--- src/shared/pifb_defs.svh ---
`ifndef PIFB_DEFS_SVH
`define PIFB_DEFS_SVH

// ------------------------------------------------------------
// Widths and counts
// ------------------------------------------------------------
`define PIFB_ADDR_W        12
`define PIFB_DATA_W        8
`define PIFB_NUM_PTIMERS   3
`define PIFB_NUM_OTIMERS   3
`define PIFB_NUM_LCELLS    4
`define PIFB_NUM_GATES     3
`define PIFB_NUM_CCP       5

// ------------------------------------------------------------
// Register addresses
// ------------------------------------------------------------
`define PIFB_ADDR_TIMER    12'h710
`define PIFB_ADDR_LCELL    12'h711
`define PIFB_ADDR_CAPCOMP  12'h712
`define PIFB_ADDR_SUMMARY  12'h720
`define PIFB_ADDR_MASK     12'h721

// ------------------------------------------------------------
// Reset values and implemented bits
// ------------------------------------------------------------
`define PIFB_RESET_VAL     8'h00
`define PIFB_IMPL_TIMER    8'h3F
`define PIFB_IMPL_LCELL    8'hF7
`define PIFB_IMPL_CAPCOMP  8'h1F
`define PIFB_IMPL_SUMMARY  8'h07

// ------------------------------------------------------------
// Field positions
// ------------------------------------------------------------
`define PIFB_T1_BIT        0
`define PIFB_T2_BIT        1
`define PIFB_T3_BIT        2
`define PIFB_T4_BIT        3
`define PIFB_T5_BIT        4
`define PIFB_T6_BIT        5
`define PIFB_LC_LSB        4
`define PIFB_GATE_LSB      0
`define PIFB_CC_LSB        0
`define PIFB_SUM_TIMER_BIT 0
`define PIFB_SUM_LCELL_BIT 1
`define PIFB_SUM_CC_BIT    2

`endif

--- src/shared/pifb_pkg.sv ---
`default_nettype none
`include "pifb_defs.svh"

package pifb_pkg;

  typedef enum logic [1:0] {
    CCP_OFF     = 2'b00,
    CCP_CAPTURE = 2'b01,
    CCP_COMPARE = 2'b10,
    CCP_PWM     = 2'b11
  } pifb_ccp_mode_e;

  typedef struct packed {
    logic [`PIFB_ADDR_W-1:0] addr;
    logic [`PIFB_DATA_W-1:0] wdata;
    logic                    wr;
    logic                    rd;
  } pifb_bus_s;

  // Timers 2/4/6 (period type) and 1/3/5 (overflow type), index 0 first
  typedef struct packed {
    logic [`PIFB_NUM_PTIMERS-1:0] postOverflow;
    logic [`PIFB_NUM_PTIMERS-1:0] periodMatch;
    logic [`PIFB_NUM_PTIMERS-1:0] postOneToOne;
    logic [`PIFB_NUM_OTIMERS-1:0] counterOverflow;
  } pifb_timer_ev_s;

  typedef struct packed {
    pifb_ccp_mode_e [`PIFB_NUM_CCP-1:0] mode;
    logic [`PIFB_NUM_CCP-1:0]           capture;
    logic [`PIFB_NUM_CCP-1:0]           compareMatch;
    logic [`PIFB_NUM_CCP-1:0]           pwmOut;
  } pifb_ccp_ev_s;

endpackage : pifb_pkg

`default_nettype wire

--- src/rtl/pifb_fall_det.sv ---
`timescale 1ns/100ps
`default_nettype none

module pifb_fall_det #(
  parameter int W = 1
) (
  input  wire logic         clk,
  input  wire logic         reset_n,
  input  wire logic [W-1:0] level,
  output logic      [W-1:0] fell
);

  logic [W-1:0] prevLevel;

  // Previous level resets low so no false edge follows reset
  always_ff @(posedge clk or negedge reset_n) begin
    if (!reset_n) begin
      prevLevel <= '0;
    end else begin
      prevLevel <= level;
    end
  end

  genvar i;
  generate
    for (i = 0; i < W; i++) begin : g_bit
      assign fell[i] = prevLevel[i] & ~level[i];
    end
  endgenerate

endmodule : pifb_fall_det

`default_nettype wire

--- src/rtl/pifb_flag_reg.sv ---
`timescale 1ns/100ps
`default_nettype none

module pifb_flag_reg #(
  parameter logic [7:0] IMPL  = 8'hFF,
  parameter logic [7:0] RESET = 8'h00
) (
  input  wire logic       clk,
  input  wire logic       reset_n,
  input  wire logic       wrSel,
  input  wire logic [7:0] wdata,
  input  wire logic       rdClear,
  input  wire logic [7:0] set,
  output logic      [7:0] flags
);

  logic [7:0] next_flags;

  always_comb begin
    next_flags = flags;
    if (rdClear) begin
      next_flags = '0;
    end
    if (wrSel) begin
      next_flags = wdata & IMPL;
    end
    // Set is applied last so an event beats a same-cycle clear
    next_flags = (next_flags | set) & IMPL;
  end

  always_ff @(posedge clk or negedge reset_n) begin
    if (!reset_n) begin
      flags <= RESET;
    end else begin
      flags <= next_flags;
    end
  end

endmodule : pifb_flag_reg

`default_nettype wire

--- src/rtl/pifb_flag_bank.sv ---
// Design decision made here: the plain strobed port.
`timescale 1ns/100ps
`default_nettype none
`include "pifb_defs.svh"

// Summary of operation
// - Timer-flag bit 5 sets on sixth timer postscaler overflow, or period match at 1:1.
// - Timer-flag bit 3 sets on fourth timer postscaler overflow, or period match at 1:1.
// - Timer-flag bit 1 sets on second timer postscaler overflow, or period match at 1:1.
// - Timer-flag bit 4 sets on fifth timer counter overflow, held until cleared.
// - Timer-flag bit 2 sets on third timer counter overflow, held until cleared.
// - Timer-flag bit 0 sets on first timer counter overflow, held until cleared.
// - Flags set on their event regardless of any enable bit.
// - Logic-cell flag register sits at 0x711 and resets to zero.
// - Bits 7..4 set on logic cells four..one output interrupt conditions.
// - Bits 2,1,0 set when gates of timers five, three, one go inactive.
// - Capture/compare flags at 0x712, channels five..one in bits 4..0, reset zero.
// - In capture mode a channel flag sets on each capture.
// - In compare mode a channel flag sets on each compare match.
// - In PWM mode a channel flag sets on each output trailing edge.
// - Timer flag register sits at 0x710, six flags in bits 5..0, reset zero.
module pifb_flag_bank
  import pifb_pkg::*;
(
  input  wire logic                        clk,
  input  wire logic                        reset_n,
  input  wire pifb_bus_s                   bus,
  output logic      [`PIFB_DATA_W-1:0]     rdata,
  input  wire pifb_timer_ev_s              timerEv,
  input  wire logic [`PIFB_NUM_LCELLS-1:0] logicCellIrq,
  input  wire logic [`PIFB_NUM_GATES-1:0]  gateActive,
  input  wire pifb_ccp_ev_s                ccpEv,
  output logic      [`PIFB_DATA_W-1:0]     timerEventFlags,
  output logic      [`PIFB_DATA_W-1:0]     logicCellAndGateFlags,
  output logic      [`PIFB_DATA_W-1:0]     captureCompareFlags,
  output logic                             irq
);

  // ------------------------------------------------------------
  // Address decode
  // ------------------------------------------------------------
  logic selTimer;
  logic selLcell;
  logic selCapcomp;
  logic selSummary;
  logic selMask;
  logic selAny;

  assign selTimer   = (bus.addr == `PIFB_ADDR_TIMER);
  assign selLcell   = (bus.addr == `PIFB_ADDR_LCELL);
  assign selCapcomp = (bus.addr == `PIFB_ADDR_CAPCOMP);
  assign selSummary = (bus.addr == `PIFB_ADDR_SUMMARY);
  assign selMask    = (bus.addr == `PIFB_ADDR_MASK);
  assign selAny     = selTimer | selLcell | selCapcomp | selSummary | selMask;

  logic wrTimer;
  logic wrLcell;
  logic wrCapcomp;
  logic wrMask;
  logic rdSummary;

  assign wrTimer   = bus.wr & selTimer;
  assign wrLcell   = bus.wr & selLcell;
  assign wrCapcomp = bus.wr & selCapcomp;
  assign wrMask    = bus.wr & selMask;
  assign rdSummary = bus.rd & selSummary;

  // ------------------------------------------------------------
  // Timer events
  // ------------------------------------------------------------
  logic [`PIFB_NUM_PTIMERS-1:0] periodEv;
  logic [`PIFB_DATA_W-1:0]      timerSet;

  // At 1:1 every match is an event; otherwise only postscaler rollover
  genvar t;
  generate
    for (t = 0; t < `PIFB_NUM_PTIMERS; t++) begin : g_ptimer
      assign periodEv[t] = timerEv.postOneToOne[t] ? timerEv.periodMatch[t]
                                                   : timerEv.postOverflow[t];
    end
  endgenerate

  always_comb begin
    timerSet = '0;
    timerSet[`PIFB_T1_BIT] = timerEv.counterOverflow[0];
    timerSet[`PIFB_T2_BIT] = periodEv[0];
    timerSet[`PIFB_T3_BIT] = timerEv.counterOverflow[1];
    timerSet[`PIFB_T4_BIT] = periodEv[1];
    timerSet[`PIFB_T5_BIT] = timerEv.counterOverflow[2];
    timerSet[`PIFB_T6_BIT] = periodEv[2];
  end

  // ------------------------------------------------------------
  // Logic cell and gate-done events
  // ------------------------------------------------------------
  logic [`PIFB_NUM_GATES-1:0] gateFell;
  logic [`PIFB_DATA_W-1:0]    lcellSet;

  // Gate completion is the active-to-inactive transition
  pifb_fall_det #(
    .W (`PIFB_NUM_GATES)
  ) u_gate_det (
    .clk     (clk),
    .reset_n (reset_n),
    .level   (gateActive),
    .fell    (gateFell)
  );

  always_comb begin
    lcellSet = '0;
    lcellSet[`PIFB_LC_LSB +: `PIFB_NUM_LCELLS]   = logicCellIrq;
    lcellSet[`PIFB_GATE_LSB +: `PIFB_NUM_GATES]  = gateFell;
  end

  // ------------------------------------------------------------
  // Capture/compare/PWM events
  // ------------------------------------------------------------
  logic [`PIFB_NUM_CCP-1:0] pwmFell;
  logic [`PIFB_NUM_CCP-1:0] ccpHit;
  logic [`PIFB_DATA_W-1:0]  ccSet;

  // Edge is tracked in every mode so a mode switch to PWM sees clean history
  pifb_fall_det #(
    .W (`PIFB_NUM_CCP)
  ) u_pwm_det (
    .clk     (clk),
    .reset_n (reset_n),
    .level   (ccpEv.pwmOut),
    .fell    (pwmFell)
  );

  genvar c;
  generate
    for (c = 0; c < `PIFB_NUM_CCP; c++) begin : g_ccp
      always_comb begin
        case (ccpEv.mode[c])
          CCP_CAPTURE: begin
            ccpHit[c] = ccpEv.capture[c];
          end
          CCP_COMPARE: begin
            ccpHit[c] = ccpEv.compareMatch[c];
          end
          CCP_PWM: begin
            ccpHit[c] = pwmFell[c];
          end
          default: begin
            ccpHit[c] = 1'b0;
          end
        endcase
      end
    end
  endgenerate

  always_comb begin
    ccSet = '0;
    ccSet[`PIFB_CC_LSB +: `PIFB_NUM_CCP] = ccpHit;
  end

  // ------------------------------------------------------------
  // Flag registers
  // ------------------------------------------------------------
  // No enable input reaches the set paths: flags latch unconditionally
  pifb_flag_reg #(
    .IMPL  (`PIFB_IMPL_TIMER),
    .RESET (`PIFB_RESET_VAL)
  ) u_timer_flags (
    .clk     (clk),
    .reset_n (reset_n),
    .wrSel   (wrTimer),
    .wdata   (bus.wdata),
    .rdClear (1'b0),
    .set     (timerSet),
    .flags   (timerEventFlags)
  );

  pifb_flag_reg #(
    .IMPL  (`PIFB_IMPL_LCELL),
    .RESET (`PIFB_RESET_VAL)
  ) u_lcell_flags (
    .clk     (clk),
    .reset_n (reset_n),
    .wrSel   (wrLcell),
    .wdata   (bus.wdata),
    .rdClear (1'b0),
    .set     (lcellSet),
    .flags   (logicCellAndGateFlags)
  );

  pifb_flag_reg #(
    .IMPL  (`PIFB_IMPL_CAPCOMP),
    .RESET (`PIFB_RESET_VAL)
  ) u_cc_flags (
    .clk     (clk),
    .reset_n (reset_n),
    .wrSel   (wrCapcomp),
    .wdata   (bus.wdata),
    .rdClear (1'b0),
    .set     (ccSet),
    .flags   (captureCompareFlags)
  );

  // ------------------------------------------------------------
  // Interrupt summary, mask and output
  // ------------------------------------------------------------
  logic [`PIFB_DATA_W-1:0] sumSet;
  logic [`PIFB_DATA_W-1:0] summary;
  logic [`PIFB_DATA_W-1:0] mask;

  always_comb begin
    sumSet = '0;
    sumSet[`PIFB_SUM_TIMER_BIT] = |timerSet;
    sumSet[`PIFB_SUM_LCELL_BIT] = |lcellSet;
    sumSet[`PIFB_SUM_CC_BIT]    = |ccSet;
  end

  // Read-to-clear; a new event in the reading cycle survives
  pifb_flag_reg #(
    .IMPL  (`PIFB_IMPL_SUMMARY),
    .RESET (`PIFB_RESET_VAL)
  ) u_summary (
    .clk     (clk),
    .reset_n (reset_n),
    .wrSel   (1'b0),
    .wdata   (bus.wdata),
    .rdClear (rdSummary),
    .set     (sumSet),
    .flags   (summary)
  );

  always_ff @(posedge clk or negedge reset_n) begin
    if (!reset_n) begin
      mask <= `PIFB_RESET_VAL;
    end else if (wrMask) begin
      mask <= bus.wdata & `PIFB_IMPL_SUMMARY;
    end
  end

  assign irq = |(summary & mask);

  // ------------------------------------------------------------
  // Read data
  // ------------------------------------------------------------
  logic [`PIFB_DATA_W-1:0] next_rdata;

  // Unmapped addresses read zero; data stands only one cycle
  always_comb begin
    next_rdata = '0;
    if (bus.rd && selAny) begin
      if (selTimer) begin
        next_rdata = timerEventFlags;
      end else if (selLcell) begin
        next_rdata = logicCellAndGateFlags;
      end else if (selCapcomp) begin
        next_rdata = captureCompareFlags;
      end else if (selSummary) begin
        next_rdata = summary;
      end else begin
        next_rdata = mask;
      end
    end
  end

  always_ff @(posedge clk or negedge reset_n) begin
    if (!reset_n) begin
      rdata <= '0;
    end else begin
      rdata <= next_rdata;
    end
  end

endmodule : pifb_flag_bank

`default_nettype wire

--- config.mk ---
export PLATFORM = sky130hd
export DESIGN_NAME = pifb_flag_bank
export DESIGN_NICKNAME = d
export VERILOG_FILES = /design/src/shared/pifb_pkg.sv /design/src/rtl/pifb_fall_det.sv /design/src/rtl/pifb_flag_reg.sv /design/src/rtl/pifb_flag_bank.sv
export VERILOG_INCLUDE_DIRS = /design/src /design/src/shared
export SDC_FILE = /design/constraint.sdc
export NUM_CORES = 1
export LEC_CHECK = 0
export BUFFER_PORTS_ARGS = -buffer_cell sky130_fd_sc_hd__buf_4
export CAP_MARGIN = 15
export CORE_UTILIZATION = 46
export CTS_CLUSTER_SIZE = 14
export DETAILED_ROUTE_END_ITERATION = 6
export GPL_TIMING_DRIVEN = 0
export PLACE_DENSITY_LB_ADDON = 0.3
export REMOVE_ABC_BUFFERS = 1
export SLEW_MARGIN = 20
export SYNTH_ARGS = -nofsm -noshare
export SYNTH_HDL_FRONTEND = slang
export SYNTH_SLANG_ARGS = --single-unit
--- constraint.sdc ---
create_clock -name clk -period 1.4 [get_ports clk]
set_input_delay 0.21 -clock clk [delete_from_list [all_inputs] [get_ports clk]]
set_output_delay 0.21 -clock clk [all_outputs]
set_load 0.005 [all_outputs]
==> run metrics <==
Die H=69.34 um; arrival time at the worst endpoint=1.73 ns; antenna violations before repair=0; P_leak=1.521 nW; Reg clk slew, reported paths=0.08 ns; die extent in x=69.34 um; port bufs=94; Worst Setup SP=bus[16]; Max Slew Vio Count=0; Ant. Diodes=0; Max-slew headroom=65.06%; Async SR Flop Fraction=100.0%; Final Skew=0.008624 ns; Tmin final=1.548 ns; crit-path cells=buf_8 > or4b_4 > a2111oi_4 > o211ai_1 > a221oi_1; post-route ant nets=0; GRT Resource Usage Total=27.26%; sequential element share of the synthesized area=47.99%; vias in the first global route=2135; worst slew pin tran=0.5241 ns; Ys Warns=0; DP Wirelength=4258 um; share of cells above drive strength 1=44.41%; core footprint=0.004354 mm2; Starting Density=47.90%; WHS=0.02621 ns; number of synthesized flops with an enable pin=0; Main synth FF type=dfrtp_1; crit-path max FO=5; setup slack after layout=-0.1484 ns; initial DRC count=193; fin nets=390; root cell of the clock tree=clkbuf_8; CTS Buffer Depth=2; required time of the critical path=1.58 ns; Syn Area/Cell=10.13 um2; dpl cell area=0.002800 mm2; Max Cap Violations=0; R2R setup slack=0.19 ns; pre-CTS WS=-0.8341 ns; CTS Buf Count=5; PwrDens=804.1 mW/mm2; Wirelength per Cell=17.06 um; worst-case reg-to-reg path depth=4; worst setup path class=input pin to flip-flop; # rows=24; delay of the slowest cell on the worst path=0.60 ns; Layout area overhead=56.45%; Fillers=310; Worst-Skew Late Latency=0.29 ns; H-tree depth=2; total negative slack=-1.503 ns; # clock sinks=40; CTS tree=built; Worst Hold End=u_gate_det.prevLevel[1]$_DFF_PN0_; post-synth cell types=41; detailed-router iteration count before antenna repair=4; I/O pins=101; Crit-path slowest cell=or4b_4; final cycle utilization of the critical path=110.6%; final WL=6381 um; Syn Inst Count=206; Residual DRC=0; f_max=645.8 MHz; final-report setup violation count=20; R2R Path Start=u_pwm_det.prevLevel[1]$_DFF_PN0_; Hold Crit Class=input pin to flip-flop; Synth Cell Area=0.002086 mm2; CP startpoint kind=input pin; hold path cells=1; status=complete, but fails checks; via count=2061; endpoints failing hold=0; Die Footprint=0.004807 mm2; worst r2r dst=u_summary.flags[2]$_DFF_PN0_; RSZ-0062 raised after global routing=yes; Critical Path End Type=flip-flop; Hold Path Origin=gateActive[1]; register area=0.001001 mm2; largest net degree at the start of global routing=41; Peak VDD IR=0.0005437 V; routability congestion estimate=0.8162; failing checks=setup timing; Design Area, Final=0.003263 mm2; multi-input logic area=0.001119 mm2; Seq cells post-synth=40; global-route wire length before repair=10270 um; vias per cell=5.511; total gr overflow=0; Pwr Total=2.624 mW
-- kinds of logic after synthesis --
kind of cell,count (synthesis),share of synthesized area [%]
AND/OR/NAND/NOR,86,23.75
AO/OA/AOI/OAI,36,12.54
buffers and inverters,24,6.178
multiplexers,19,9.358
flip-flops,40,47.99
other,1,0.1798
-- routing by layer --
metal	up-vias	share of wire [%]	GRT usage, %
met4	0	1.8	10.88
li1	968	-	-
met1	981	39	34.07
met2	99	52	45.85
met5	-	0	0
met3	13	7.5	5.959
-- where the power goes --
part	leakage (nW)	internal (mW)	switching (mW)
logic	1.03	0.189	0.163
clock network	0.0642	0.702	0.399
registers	0.431	1.17	0.00434
total	1.52	2.06	0.567
-- critical path, delay by kind of cell --
family	cells	cell delay (ns)
compound gates	3	0.82
buf+inv	1	0.10
simple gates	1	0.60
-- worst max path at each step --
stage                                        to  cells after the start
2_1_floorplan  u_lcell_flags.flags[0]$_DFF_PN0_                      4
3_3_place_gp   u_lcell_flags.flags[7]$_DFF_PN0_                      5
3_5_place_dp   u_lcell_flags.flags[7]$_DFF_PN0_                      5
4_1_cts        u_timer_flags.flags[4]$_DFF_PN0_                      4
5_1_grt                      rdata[0]$_DFF_PN0_                      5
6_report                     rdata[0]$_DFF_PN0_                      5
-- Yosys cell counts (2+ instances only) --
cell      count  area (um2)
nor2_1       17       63.81
nand4b_1      2       17.52
a211o_1       9       78.83
o211ai_1      4       30.03
or3_1         2       12.51
nand3_1       4       20.02
nand2_1      20       75.07
dfrtp_1      40        1001
and3_1        2       12.51
a21boi_0      4       30.03
nor3_1        3       15.01
mux2_2        4       45.04
nand3b_1      6       45.04
buf_4         6       45.04
clkbuf_1      3       11.26
a21oi_1       4       20.02
mux2i_1      15       150.1
inv_1        12       45.04
buf_6         2       22.52
o21ai_0       5       25.02
a221oi_1      3       26.28
nand2b_1      7       43.79
o22ai_1       3       18.77
nor4_1        6       37.54
nor2b_1       7       43.79
-- layout make-up --
| cell class | instances | share of cell area [%] |
|---|---|---|
| repair buffers | 114 | 27.72 |
| clock buffers | 5 | 2.109 |
| flip-flops and latches | 40 | 30.67 |
| multi-input cells | 149 | 34.28 |
| inverters | 12 | 1.380 |
| clock inverters | 2 | 1.840 |
| well taps | 52 | 1.994 |
-- flip-flops by register name, summed over array words and instances, names as in the netlist --
signal and count:
rdata 8, u_lcell_flags.flags 7, u_timer_flags.flags 6, u_cc_flags.flags 5, u_pwm_det.prevLevel 5, mask 3, u_gate_det.prevLevel 3, u_summary.flags 3
-- per-stage QoR --
step,util (%),instances
final,74.94,374
after global placement,64.11,345
after floorplan,-,199
after detailed placement,64.31,345
after global routing,74.94,374
after CTS,72.99,368
-- placed cells by master, fill, tap and decap left out, types with 4 or more instances in the layout --
cell type / instances
nor2b_1: 5
dfrtp_1: 40
a21oi_1: 4
buf_6: 5
clkbuf_8: 5
o21ai_0: 5
conb_1: 6
inv_1: 12
nand2_1: 20
nor4_1: 5
buf_4: 105
o211ai_1: 4
a21boi_0: 4
nor2_1: 16
nand2b_1: 7
a211o_1: 9
nand3b_1: 6
mux2i_1: 15
-- timing repair --
action / 4_1_cts / 5_1_grt
pin swaps: 16 / 12
resized for setup: 22 / 11
endpoints found under the setup margin: 29 / 28
gates cloned: 2 / 0
endpoints found under the hold margin: 40 / 0
setup buffers: 13 / 6
hold buffers: 1 / 0
(Power assumes the default switching activity.)
